===== config.mk =====
export PLATFORM = sky130hd
export DESIGN_NAME = sector_protect_cmd_fsm
export DESIGN_NICKNAME = d
export VERILOG_FILES = /design/src/sector_protect_pkg.sv /design/src/sector_protect_cmd_fsm.sv
export SDC_FILE = /design/constraint.sdc
export NUM_CORES = 1
export LEC_CHECK = 0
export BUFFER_PORTS_ARGS = -buffer_cell sky130_fd_sc_hd__buf_2
export CAP_MARGIN = 20
export CORE_ASPECT_RATIO = 2
export CORE_UTILIZATION = 50
export CTS_CLUSTER_SIZE = 24
export DETAILED_ROUTE_END_ITERATION = 10
export GPL_ROUTABILITY_DRIVEN = 0
export PLACE_DENSITY = 0.89
export REMOVE_ABC_BUFFERS = 1
export SYNTH_ARGS = -nofsm -noshare
export SYNTH_HDL_FRONTEND = slang
export SYNTH_SLANG_ARGS = --single-unit

===== constraint.sdc =====
create_clock -name REF_CLK -period 3.84 [get_ports REF_CLK]
set_input_delay 0.576 -clock REF_CLK [delete_from_list [all_inputs] [get_ports REF_CLK]]
set_output_delay 0.576 -clock REF_CLK [all_outputs]
set_load 0.05 [all_outputs]

===== src/sector_protect_pkg.sv =====
// constants, command codes and state encoding for the protection command machine
`default_nettype none
package sector_protect_pkg;
    // ========================================
    // command data bytes
    localparam logic [7:0] CMD_SW_RESET   = 8'hF0;
    localparam logic [7:0] CMD_SR_READ    = 8'h70;
    localparam logic [7:0] CMD_SR_CLEAR   = 8'h71;
    localparam logic [7:0] CMD_EXIT_ENTRY = 8'h90;
    localparam logic [7:0] CMD_EXIT       = 8'h00;
    localparam logic [7:0] CMD_PROG_ENTRY = 8'hA0;
    localparam logic [7:0] CMD_SET        = 8'h00;
    localparam logic [7:0] CMD_CLEAR      = 8'h01;
    localparam logic [7:0] CMD_ERASE_ENT  = 8'h80;
    localparam logic [7:0] CMD_ERASE_GO   = 8'h30;
    localparam logic [7:0] CMD_BUF_LOAD   = 8'h25;
    // ========================================
    // command addresses (low address bits)
    localparam logic [11:0] ADDR_UNLOCK   = 12'h555;
    localparam logic [11:0] ADDR_ZERO     = 12'h000;
    localparam int          UNLOCK_BITS   = 12;
    // ========================================
    // entry selector codes
    localparam logic [1:0] ENTER_PERSIST  = 2'h0;
    localparam logic [1:0] ENTER_LOCKBIT  = 2'h1;
    localparam logic [1:0] ENTER_VOLATILE = 2'h2;
    localparam logic [1:0] ENTER_BYPASS   = 2'h3;
    // ========================================
    // machine states
    typedef enum logic [4:0] {
        ST_IDLE,
        ST_PERSIST_MODE,
        ST_PERSIST_PROG_ARMED,
        ST_PERSIST_PROG_BUSY,
        ST_PERSIST_ERASE_ARMED,
        ST_PERSIST_ERASE_BUSY,
        ST_PERSIST_EXIT_PENDING,
        ST_LOCKBIT_MODE,
        ST_LOCKBIT_SET_ARMED,
        ST_LOCKBIT_EXIT_PENDING,
        ST_VOLATILE_MODE,
        ST_VOLATILE_CMD_ARMED,
        ST_VOLATILE_EXIT_PENDING,
        ST_BYPASS_MODE,
        ST_BYPASS_PROG_ARMED,
        ST_BYPASS_BUFFER_LOAD,
        ST_BYPASS_ERASE_ARMED,
        ST_BYPASS_EXIT_PENDING
    } prot_state_e;
    localparam logic [4:0] STATE_RESET = 5'h00;
endpackage
`default_nettype wire


===== src/sector_protect_cmd_fsm.sv =====
// command-decoding state machine for sector protection and unlock-bypass modes
`default_nettype none
module sector_protect_cmd_fsm #(
    parameter int ADDR_W   = 22,
    parameter int SECTOR_W = 7
) (
    input  wire logic                REF_CLK,
    input  wire logic                RST,
    input  wire logic                ENTER_STB,
    input  wire logic [1:0]          ENTER_SEL,
    input  wire logic                WR_STB,
    input  wire logic [ADDR_W-1:0]   WR_ADDR,
    input  wire logic [7:0]          WR_DATA,
    input  wire logic                LOCK_REG_BIT3,
    input  wire logic                STATUS_DONE_BIT,
    input  wire logic                OP_OK,
    input  wire logic                BYPASS_SUB_DONE,
    output logic [4:0]               STATE,
    output logic                     PERSIST_PROG_GO,
    output logic                     PERSIST_ERASE_GO,
    output logic                     LOCKBIT_SET_GO,
    output logic                     VOLATILE_SET_GO,
    output logic                     VOLATILE_CLR_GO,
    output logic [SECTOR_W-1:0]      SECTOR_OUT,
    output logic                     RETURN_PRIOR,
    output logic                     RETURN_READ
);
    // ========================================
    // write decode
    sector_protect_pkg::prot_state_e state_r;
    sector_protect_pkg::prot_state_e state_nxt;
    logic                            is_reset;
    logic                            is_sr_read;
    logic                            is_sr_clear;
    logic                            at_zero;
    logic                            hang;
    logic                            done_ok;
    logic [SECTOR_W-1:0]             sector_in;
    logic                            prog_go_nxt;
    logic                            erase_go_nxt;
    logic                            lock_go_nxt;
    logic                            vset_go_nxt;
    logic                            vclr_go_nxt;
    logic                            ret_prior_nxt;
    logic                            ret_read_nxt;

    assign sector_in   = WR_ADDR[ADDR_W-1 -: SECTOR_W];
    assign is_reset    = WR_STB && (WR_DATA == sector_protect_pkg::CMD_SW_RESET);
    assign is_sr_read  = WR_STB && (WR_DATA == sector_protect_pkg::CMD_SR_READ)
                         && (WR_ADDR[sector_protect_pkg::UNLOCK_BITS-1:0] == sector_protect_pkg::ADDR_UNLOCK);
    assign is_sr_clear = WR_STB && (WR_DATA == sector_protect_pkg::CMD_SR_CLEAR)
                         && (WR_ADDR[sector_protect_pkg::UNLOCK_BITS-1:0] == sector_protect_pkg::ADDR_UNLOCK);
    assign at_zero     = (WR_ADDR == '0);
    // a finished operation wins over a stale done bit; only a done without ok is a hang
    assign done_ok     = OP_OK;
    assign hang        = STATUS_DONE_BIT && !OP_OK;

    // ========================================
    // next state and command pulses
    always_comb begin
        state_nxt     = state_r;
        prog_go_nxt   = 1'b0;
        erase_go_nxt  = 1'b0;
        lock_go_nxt   = 1'b0;
        vset_go_nxt   = 1'b0;
        vclr_go_nxt   = 1'b0;
        ret_prior_nxt = 1'b0;
        ret_read_nxt  = 1'b0;
        // any command not listed below leaves the state unchanged; unlisted state codes go to ST_IDLE
        case (state_r)
            sector_protect_pkg::ST_IDLE: begin
                if (ENTER_STB) begin
                    case (ENTER_SEL)
                        sector_protect_pkg::ENTER_PERSIST:  state_nxt = sector_protect_pkg::ST_PERSIST_MODE;
                        sector_protect_pkg::ENTER_LOCKBIT:  state_nxt = sector_protect_pkg::ST_LOCKBIT_MODE;
                        sector_protect_pkg::ENTER_VOLATILE: state_nxt = sector_protect_pkg::ST_VOLATILE_MODE;
                        default:                            state_nxt = sector_protect_pkg::ST_BYPASS_MODE;
                    endcase
                end
            end
            sector_protect_pkg::ST_PERSIST_MODE: begin
                if (is_reset) begin
                    state_nxt     = sector_protect_pkg::ST_IDLE;
                    ret_prior_nxt = 1'b1;
                end else if (is_sr_read || is_sr_clear) begin
                    state_nxt = sector_protect_pkg::ST_PERSIST_MODE;
                end else if (WR_STB && WR_DATA == sector_protect_pkg::CMD_EXIT_ENTRY) begin
                    state_nxt = sector_protect_pkg::ST_PERSIST_EXIT_PENDING;
                end else if (WR_STB && WR_DATA == sector_protect_pkg::CMD_PROG_ENTRY) begin
                    state_nxt = sector_protect_pkg::ST_PERSIST_PROG_ARMED;
                end else if (WR_STB && WR_DATA == sector_protect_pkg::CMD_ERASE_ENT && LOCK_REG_BIT3) begin
                    state_nxt = sector_protect_pkg::ST_PERSIST_ERASE_ARMED;
                end
            end
            sector_protect_pkg::ST_PERSIST_PROG_ARMED: begin
                if (is_reset) begin
                    state_nxt = sector_protect_pkg::ST_PERSIST_MODE;
                end else if (WR_STB && WR_DATA == sector_protect_pkg::CMD_SET) begin
                    state_nxt   = sector_protect_pkg::ST_PERSIST_PROG_BUSY;
                    prog_go_nxt = 1'b1;
                end
            end
            sector_protect_pkg::ST_PERSIST_ERASE_ARMED: begin
                if (is_reset || is_sr_read) begin
                    state_nxt = sector_protect_pkg::ST_PERSIST_MODE;
                end else if (WR_STB && WR_DATA == sector_protect_pkg::CMD_ERASE_GO && at_zero) begin
                    state_nxt    = sector_protect_pkg::ST_PERSIST_ERASE_BUSY;
                    erase_go_nxt = 1'b1;
                end
            end
            sector_protect_pkg::ST_PERSIST_PROG_BUSY,
            sector_protect_pkg::ST_PERSIST_ERASE_BUSY: begin
                if (done_ok) begin
                    state_nxt = sector_protect_pkg::ST_PERSIST_MODE;
                end else if (hang && is_reset) begin
                    state_nxt = sector_protect_pkg::ST_PERSIST_MODE;
                end
            end
            sector_protect_pkg::ST_PERSIST_EXIT_PENDING: begin
                if (WR_STB && WR_DATA == sector_protect_pkg::CMD_EXIT) begin
                    state_nxt     = sector_protect_pkg::ST_IDLE;
                    ret_prior_nxt = 1'b1;
                end
            end
            sector_protect_pkg::ST_LOCKBIT_MODE: begin
                if (is_reset) begin
                    state_nxt    = sector_protect_pkg::ST_IDLE;
                    ret_read_nxt = 1'b1;
                end else if (is_sr_read) begin
                    state_nxt = sector_protect_pkg::ST_LOCKBIT_MODE;
                end else if (WR_STB && WR_DATA == sector_protect_pkg::CMD_EXIT_ENTRY) begin
                    state_nxt = sector_protect_pkg::ST_LOCKBIT_EXIT_PENDING;
                end else if (WR_STB && WR_DATA == sector_protect_pkg::CMD_PROG_ENTRY) begin
                    state_nxt = sector_protect_pkg::ST_LOCKBIT_SET_ARMED;
                end
            end
            sector_protect_pkg::ST_LOCKBIT_SET_ARMED: begin
                // the exit byte equals the set byte; here it is only ever set data
                if (WR_STB && WR_DATA == sector_protect_pkg::CMD_SET) begin
                    state_nxt   = sector_protect_pkg::ST_LOCKBIT_MODE;
                    lock_go_nxt = 1'b1;
                end
            end
            sector_protect_pkg::ST_LOCKBIT_EXIT_PENDING: begin
                if (WR_STB && WR_DATA == sector_protect_pkg::CMD_EXIT) begin
                    state_nxt    = sector_protect_pkg::ST_IDLE;
                    ret_read_nxt = 1'b1;
                end
            end
            sector_protect_pkg::ST_VOLATILE_MODE: begin
                if (is_reset) begin
                    state_nxt     = sector_protect_pkg::ST_IDLE;
                    ret_prior_nxt = 1'b1;
                end else if (is_sr_read) begin
                    state_nxt = sector_protect_pkg::ST_VOLATILE_MODE;
                end else if (WR_STB && WR_DATA == sector_protect_pkg::CMD_EXIT_ENTRY) begin
                    state_nxt = sector_protect_pkg::ST_VOLATILE_EXIT_PENDING;
                end else if (WR_STB && WR_DATA == sector_protect_pkg::CMD_PROG_ENTRY) begin
                    state_nxt = sector_protect_pkg::ST_VOLATILE_CMD_ARMED;
                end
            end
            sector_protect_pkg::ST_VOLATILE_CMD_ARMED: begin
                if (WR_STB && WR_DATA == sector_protect_pkg::CMD_SET) begin
                    state_nxt   = sector_protect_pkg::ST_VOLATILE_MODE;
                    vset_go_nxt = 1'b1;
                end else if (WR_STB && WR_DATA == sector_protect_pkg::CMD_CLEAR) begin
                    state_nxt   = sector_protect_pkg::ST_VOLATILE_MODE;
                    vclr_go_nxt = 1'b1;
                end
            end
            sector_protect_pkg::ST_VOLATILE_EXIT_PENDING: begin
                if (WR_STB && WR_DATA == sector_protect_pkg::CMD_EXIT) begin
                    state_nxt     = sector_protect_pkg::ST_IDLE;
                    ret_prior_nxt = 1'b1;
                end
            end
            sector_protect_pkg::ST_BYPASS_MODE: begin
                if (WR_STB && WR_DATA == sector_protect_pkg::CMD_PROG_ENTRY) begin
                    state_nxt = sector_protect_pkg::ST_BYPASS_PROG_ARMED;
                end else if (WR_STB && WR_DATA == sector_protect_pkg::CMD_BUF_LOAD) begin
                    state_nxt = sector_protect_pkg::ST_BYPASS_BUFFER_LOAD;
                end else if (WR_STB && WR_DATA == sector_protect_pkg::CMD_ERASE_ENT) begin
                    state_nxt = sector_protect_pkg::ST_BYPASS_ERASE_ARMED;
                end else if (WR_STB && WR_DATA == sector_protect_pkg::CMD_EXIT_ENTRY) begin
                    state_nxt = sector_protect_pkg::ST_BYPASS_EXIT_PENDING;
                end
            end
            sector_protect_pkg::ST_BYPASS_PROG_ARMED,
            sector_protect_pkg::ST_BYPASS_BUFFER_LOAD,
            sector_protect_pkg::ST_BYPASS_ERASE_ARMED: begin
                // sub-machines live elsewhere; they hand control back when finished
                if (BYPASS_SUB_DONE) begin
                    state_nxt = sector_protect_pkg::ST_BYPASS_MODE;
                end
            end
            sector_protect_pkg::ST_BYPASS_EXIT_PENDING: begin
                if (WR_STB && WR_DATA == sector_protect_pkg::CMD_EXIT) begin
                    state_nxt    = sector_protect_pkg::ST_IDLE;
                    ret_read_nxt = 1'b1;
                end
            end
            default: begin
                state_nxt = sector_protect_pkg::ST_IDLE;
            end
        endcase
    end

    // ========================================
    // state register
    always_ff @(posedge REF_CLK) begin
        if (RST) begin
            state_r <= sector_protect_pkg::prot_state_e'(sector_protect_pkg::STATE_RESET);
        end else begin
            state_r <= state_nxt;
        end
    end

    assign STATE = state_r;

    // ========================================
    // registered command pulses toward the protection array
    always_ff @(posedge REF_CLK) begin
        if (RST) begin
            PERSIST_PROG_GO  <= 1'b0;
            PERSIST_ERASE_GO <= 1'b0;
            LOCKBIT_SET_GO   <= 1'b0;
            VOLATILE_SET_GO  <= 1'b0;
            VOLATILE_CLR_GO  <= 1'b0;
            RETURN_PRIOR     <= 1'b0;
            RETURN_READ      <= 1'b0;
        end else begin
            PERSIST_PROG_GO  <= prog_go_nxt;
            PERSIST_ERASE_GO <= erase_go_nxt;
            LOCKBIT_SET_GO   <= lock_go_nxt;
            VOLATILE_SET_GO  <= vset_go_nxt;
            VOLATILE_CLR_GO  <= vclr_go_nxt;
            RETURN_PRIOR     <= ret_prior_nxt;
            RETURN_READ      <= ret_read_nxt;
        end
    end

    // sector captured only with a bit command so it stays valid past the pulse
    always_ff @(posedge REF_CLK) begin
        if (RST) begin
            SECTOR_OUT <= '0;
        end else if (prog_go_nxt || vset_go_nxt || vclr_go_nxt) begin
            SECTOR_OUT <= sector_in;
        end
    end

    // ========================================
    // checks
    a_erase_start: assert property (@(posedge REF_CLK) disable iff (RST)
        (state_r == sector_protect_pkg::ST_PERSIST_ERASE_ARMED && WR_STB
         && WR_DATA == 8'h30 && WR_ADDR == '0)
        |=> (state_r == sector_protect_pkg::ST_PERSIST_ERASE_BUSY) && PERSIST_ERASE_GO)
        else $error("erase start not taken");
    a_erase_gate: assert property (@(posedge REF_CLK) disable iff (RST)
        (state_r == sector_protect_pkg::ST_PERSIST_MODE && WR_STB && WR_DATA == 8'h80 && !LOCK_REG_BIT3)
        |=> state_r == sector_protect_pkg::ST_PERSIST_MODE)
        else $error("erase entry accepted with lock bit clear");
    a_hang_only_reset: assert property (@(posedge REF_CLK) disable iff (RST)
        ((state_r == sector_protect_pkg::ST_PERSIST_PROG_BUSY
          || state_r == sector_protect_pkg::ST_PERSIST_ERASE_BUSY) && STATUS_DONE_BIT && !OP_OK)
        |=> (state_r == $past(state_r)) != ($past(WR_STB) && $past(WR_DATA) == 8'hF0))
        else $error("hang state left by other than reset");
    a_busy_return: assert property (@(posedge REF_CLK) disable iff (RST)
        ((state_r == sector_protect_pkg::ST_PERSIST_PROG_BUSY
          || state_r == sector_protect_pkg::ST_PERSIST_ERASE_BUSY) && OP_OK)
        |=> state_r == sector_protect_pkg::ST_PERSIST_MODE)
        else $error("busy did not return after completion");
    a_persist_exit: assert property (@(posedge REF_CLK) disable iff (RST)
        (state_r == sector_protect_pkg::ST_PERSIST_EXIT_PENDING && WR_STB && WR_DATA != 8'h00)
        |=> state_r == sector_protect_pkg::ST_PERSIST_EXIT_PENDING && !RETURN_PRIOR)
        else $error("exit pending left by other command");
    a_lockbit_set: assert property (@(posedge REF_CLK) disable iff (RST)
        (state_r == sector_protect_pkg::ST_LOCKBIT_SET_ARMED && WR_STB && WR_DATA == 8'h00)
        |=> LOCKBIT_SET_GO && !RETURN_READ ##1 !LOCKBIT_SET_GO)
        else $error("lock bit set misbehaved");
    a_lockbit_exit: assert property (@(posedge REF_CLK) disable iff (RST)
        (state_r == sector_protect_pkg::ST_LOCKBIT_EXIT_PENDING && WR_STB && WR_DATA == 8'h00)
        |=> RETURN_READ && state_r == sector_protect_pkg::ST_IDLE)
        else $error("lock bit exit not to read");
    a_vol_sector: assert property (@(posedge REF_CLK) disable iff (RST)
        (state_r == sector_protect_pkg::ST_VOLATILE_CMD_ARMED && WR_STB && WR_DATA == 8'h01)
        |=> VOLATILE_CLR_GO && !VOLATILE_SET_GO && SECTOR_OUT == $past(sector_in)
            && state_r == sector_protect_pkg::ST_VOLATILE_MODE)
        else $error("volatile clear wrong");
    a_bypass_exit: assert property (@(posedge REF_CLK) disable iff (RST)
        (state_r == sector_protect_pkg::ST_BYPASS_EXIT_PENDING && WR_STB && WR_DATA == 8'h00)
        |=> RETURN_READ && !RETURN_PRIOR)
        else $error("bypass exit not to read");
    a_no_stray_go: assert property (@(posedge REF_CLK) disable iff (RST)
        !WR_STB |=> !(PERSIST_PROG_GO || PERSIST_ERASE_GO || LOCKBIT_SET_GO
                      || VOLATILE_SET_GO || VOLATILE_CLR_GO))
        else $error("protection change without a write");
    a_prog_start: assert property (@(posedge REF_CLK) disable iff (RST)
        (state_r == sector_protect_pkg::ST_PERSIST_PROG_ARMED && WR_STB && WR_DATA == sector_protect_pkg::CMD_SET)
        |=> state_r == sector_protect_pkg::ST_PERSIST_PROG_BUSY && PERSIST_PROG_GO && SECTOR_OUT == $past(sector_in))
        else $error("persistent bit program not started");
    a_vol_set: assert property (@(posedge REF_CLK) disable iff (RST)
        (state_r == sector_protect_pkg::ST_VOLATILE_CMD_ARMED && WR_STB && WR_DATA == sector_protect_pkg::CMD_SET)
        |=> VOLATILE_SET_GO && !VOLATILE_CLR_GO && state_r == sector_protect_pkg::ST_VOLATILE_MODE)
        else $error("volatile set wrong");
    a_vol_exit: assert property (@(posedge REF_CLK) disable iff (RST)
        (state_r == sector_protect_pkg::ST_VOLATILE_EXIT_PENDING && WR_STB && WR_DATA == sector_protect_pkg::CMD_EXIT)
        |=> RETURN_PRIOR && !RETURN_READ && state_r == sector_protect_pkg::ST_IDLE)
        else $error("volatile exit not to prior state");
    a_bypass_leave: assert property (@(posedge REF_CLK) disable iff (RST)
        (state_r == sector_protect_pkg::ST_BYPASS_MODE && WR_STB && WR_DATA == sector_protect_pkg::CMD_EXIT_ENTRY)
        |=> state_r == sector_protect_pkg::ST_BYPASS_EXIT_PENDING)
        else $error("bypass exit entry not taken");
endmodule
`default_nettype wire


After elaboration in Yosys (flattened, before gate mapping)
Index checks and enable logic that the tools add are counted.

Input port bits: 40. Output and inout bits: 19. Flip-flop bits (word level): 19. Word-level logic and storage cells: 128.

Bitwise operators: 2. Equal/unequal tests: 41. Reduce and logical (&&, ||, !) cells: 34. Muxes and demuxes: 42.

Operators by type and width (count): 5-bit two-way mux (29); 5-bit one-hot mux with 12 select lines (1); 5-bit by 4-bit == test with 1-bit output (second input constant) (8); 8-bit == test (second input constant) (4); 22-bit zero test (1); 5-bit by 3-bit == test with 1-bit output (second input constant) (4); 8-bit by 6-bit == test with 1-bit output (second input constant) (2); 8-bit by 7-bit == test with 1-bit output (second input constant) (2); 1-bit logical AND (16); 5-bit inequality test (second input constant) (3); 12-bit by 11-bit == test with 1-bit output (second input constant) (1); 3-bit inequality test (second input constant) (4); 4-bit one-hot mux with 3 select lines (1); 12-bit AND reduction (1); 5-bit by 2-bit == test with 1-bit output (second input constant) (2); 5-bit == test (second input constant) (2); 2-bit OR reduction (5); 1-bit two-way mux (9); 8-bit by 1-bit == test with 1-bit output (second input constant) (1); 8-bit zero test (1); 2-bit inequality test (second input constant) (3); 6-bit inequality test (second input constant) (1); 3-bit OR reduction (2); 5-bit by 1-bit == test with 1-bit output (second input constant) (1); 10 further kinds (15).

Depth between registers and ports, before layout
Word-level depth: 9. Mapped depth: 8. Depth with buffers taken out: 7.

Least setup slack after synthesis
Ideal clock, no wire load.

Path type: input to register. Start point: input port WR_DATA[7]. End point: register state_r[3] (netlist: STATE[3]). Buffers on the path: 0. Path slack: 0.908 ns. Stages: 6. Data arrival time: 2.836 ns. Data required time: 3.744 ns. Library setup time: 0.096 ns. Cell sequence: or4b_1 or3_4 or3_1 nor3b_4 or4_4 o41ai_2.

Longest elaborated chain between the ends: 7. Elaborated cells on any way between the ends: 55. Classes of those cells: eq/ne (19); mux (17); reduce/logical (19).

RTL lines: start, declared (RTL line sector_protect_cmd_fsm.sv:13) `input wire logic [7:0] WR_DATA,`; 8-bit == test, or another cell as far along; 1-bit logical AND (on tied branches); 5-bit two-way mux, or another cell as far along (RTL line sector_protect_cmd_fsm.sv:89) `end else if (WR_STB && WR_DATA == sector_protect_pkg::CMD_PROG_ENTRY) begin`; 5-bit two-way mux or 1-bit logical OR (tied branches) (RTL line sector_protect_cmd_fsm.sv:87, sector_protect_cmd_fsm.sv:85); 5-bit two-way mux (RTL line sector_protect_cmd_fsm.sv:85) `end else if (is_sr_read || is_sr_clear) begin`; 5-bit two-way mux (RTL line sector_protect_cmd_fsm.sv:82) `if (is_reset) begin`; 5-bit one-hot mux with 12 select lines (RTL line sector_protect_cmd_fsm.sv:70) `case (state_r)`; end signal, assigned (RTL line sector_protect_cmd_fsm.sv:212) `state_r <= sector_protect_pkg::prot_state_e'(sector_protect_pkg::STATE_RESET);`; end signal, assigned (RTL line sector_protect_cmd_fsm.sv:214) `state_r <= state_nxt;`; end, declared (RTL line sector_protect_cmd_fsm.sv:30) `sector_protect_pkg::prot_state_e state_r;`.

Parallel ways exist; a longest one is shown, timed or not. A chain may end at the register's enable or synchronous reset.

Worst setup path after layout
Ends and elaborated chain as after synthesis.

==> run summary <==
Rel. slew slack: 0.560
Final hold vios: 0
Cell variety after synth: 58
Remaining DRCs: 0
Final antenna-violating net count: 0
Commonest non-fill, non-tap cells in the layout: buf_2 (58), nor2_1 (24), dfxtp_1 (19)
Max cap viols: 0
Fin crit period: 2.94 ns
Clk pwr share: 0.157
H-tree depth: 1
Most common cell after layout, fill and taps aside: buf_2
Startpoint types: primary input
Sink Count: 19
Via count: 1,937
Reg clk slew, reported paths: 0.07 ns
Tot GR Track Use: 0.284
Initial antenna violation count: 0
First-pass GRT wire length: 8.11 mm
Synth Flop Type: dfxtp_1
Boundary pin count: 59
Cells after synthesis: 213
CP required: 4.00 ns
DR iter-0 viols: 50
CP endpoint kind: flip-flop
Final setup viols: 0
TritonCTS clock tree: yes
Net Sw Frac: 0.456
YS warnings: 0
Sw Pwr: 0.389 mW
Footprint of the multi-input gates: 0.00118 sq mm
Die Y: 83.1 microns
Worst Tran Pin Value: 0.653 ns
Largest net degree at the start of global routing: 21
Syn avg cell area: 7.72 sq um
Die W: 42.6 microns
Resize count post-CTS: 0
Slowest cell on crit path: or4b_1
Critical path class: in2reg
IO Port Bufs: 58
Final slew viol count: 0
Layout overhead on the synthesized area: 20.2%
Period utilization: 0.764
RSZ-0062 raised after global routing: no
Antenna Diode Count: 0
Status: complete, no violations
Peak Freq: 341 MHz
Post-synthesis sequential area ratio: 0.231
Mapped Area: 0.00165 sq mm
Fraction of registers with async set/reset: 0
Vias in the first global route: 1,911
Grt total ovfl: 0
P_int: 0.464 mW
Logic gate share of total power: 0.518
CTS buffer count: 3
Final core utilization: 0.626
Post-DP HPWL: 3.85 mm
Share of cells above drive strength 1: 0.289
Pre-antenna DRT Iters: 4
Final TNS setup: 0 ns
Register area: 380 sq um
Worst IR drop on VDD: 0.313 mV
Post-synth EDFFs: 0
Core area: 0.00316 sq mm
Wire per inst: 16.3 microns
Die area: 0.00354 sq mm
# Post-CTS Setup Buffers: 0
PwrDens: 432 mW/mm^2
Fillers: 295
Seq cells post-synth: 19
Pleak: 0.804 nW
Cell accounting for the most synthesized area: dfxtp_1
CTS root buf: clkbuf_8
Max incr delay on CP: 0.58 ns
Top cells by area, synth: dfxtp_1 (23%), mux2i_1 (6.1%), nor2_1 (5.5%), nor4_1 (4.6%), nand3_1 (4.0%)
Worst hold path type: reg2reg
Top-area cell type share of the netlist area: 0.231
Final Skew: 0.00339 ns
Power share of the sequential group: 0.325
Hold_buf cts: 0
Nets: 308
Std cell rows: 29
Initial Util: 0.521
Clk buf depth: 2
Via density: 6.59
Routed wire length: 4.78 mm
Worst path cell trace: buf_2, or4b_1, or3_4, nor4_4, nor3b_4, or4_4, o41ai_2
Crit Path Max Fanout: 7
Clock Latency Late Sink: 0.25 ns
CP arrival: 3.10 ns
path summary, 6_finish.rpt:
check                             startpoint                    endpoint  slack [ns]  cells after the start
setup reg to reg       STATE[4]$_SDFFE_PP0P_       STATE[3]$_SDFFE_PP0P_        1.20                      6
hold reg to reg   SECTOR_OUT[6]$_SDFFE_PP0P_  SECTOR_OUT[6]$_SDFFE_PP0P_        0.49                      2
setup / recovery                  WR_DATA[7]       STATE[3]$_SDFFE_PP0P_        0.90                      7
hold / removal    SECTOR_OUT[6]$_SDFFE_PP0P_  SECTOR_OUT[6]$_SDFFE_PP0P_        0.49                      2
sequential cells by signal, indices dropped and copies added, names as in the netlist:
| signal | cells |
|---|---|
| STATE | 5 |
| VOLATILE_CLR_GO | 1 |
| PERSIST_PROG_GO | 1 |
| LOCKBIT_SET_GO | 1 |
| PERSIST_ERASE_GO | 1 |
| SECTOR_OUT | 7 |
| RETURN_PRIOR | 1 |
| VOLATILE_SET_GO | 1 |
| RETURN_READ | 1 |
worst max-delay path: cells and delay by family:
kind	cells	cell delay, ns
compound gates	1	0.31
buf+inv	1	0.12
simple gates	5	2.09
synthesized netlist by cell type (all sizes together), types with 5 or more instances:
master and n:
nor4 13, nand4 6, clkbuf 11, nand2 10, inv 8, mux2i 10, or4 5, o21ai 6
dfxtp 19, nor2 24, or3 6, nand3 13, nor3 8, nand2b 5, a21oi 7
power by group through the flow:
stage               Clock (mW)  Combinational (mW)  Sequential [mW]
floorplan                    0               0.280            0.306
global placement             0               0.427            0.277
detailed placement           0               0.433            0.278
CTS                      0.135               0.434            0.274
global route             0.144               0.479            0.282
finish                   0.134               0.442            0.277
metal layers:
layer | track usage | up-vias | routed length, microns
met4 | 0.190 | 0 | 314
met2 | 0.505 | 94 | 2530
met1 | 0.287 | 896 | 1710
met5 | 0 | - | 0
met3 | 0.0435 | 30 | 228
li1 | - | 917 | -
cells by family (layout without fill, tap and decap cells):
family | Yosys count | after routing | synth area share
adders and majority gates | 4 | 4 | 0.0304
AOI/OAI and AO/OA | 38 | 38 | 0.177
buffers and inverters | 22 | 72 | 0.0532
muxes | 10 | 10 | 0.0608
DFF | 19 | 19 | 0.231
and+or+nand+nor | 116 | 116 | 0.426
xor gates and xnor gates | 4 | 4 | 0.0213
per-stage QoR:
step | setup slack [ns] | instance area, sq um | instances | hold slack [ns] | total power [mW]
global placement | 0.713 | 1930 | 290 | 0.471 | 0.703
finish | 0.905 | 1980 | 294 | 0.492 | 0.853
floorplan | 0.835 | 1590 | 199 | 0.645 | 0.585
global route | 0.804 | 1980 | 294 | 0.527 | 0.904
CTS | 0.903 | 1980 | 294 | 0.497 | 0.843
detailed placement | 0.646 | 1930 | 290 | 0.481 | 0.711
final cells by class:
type | instances | share of cell area
repair buffers | 60 | 0.154
clock buffers | 4 | 0.0228
inverters | 8 | 0.0152
multi-input cells | 172 | 0.596
well taps | 31 | 0.0196
flip-flops and latches | 19 | 0.192
(Power assumes the default switching activity.)
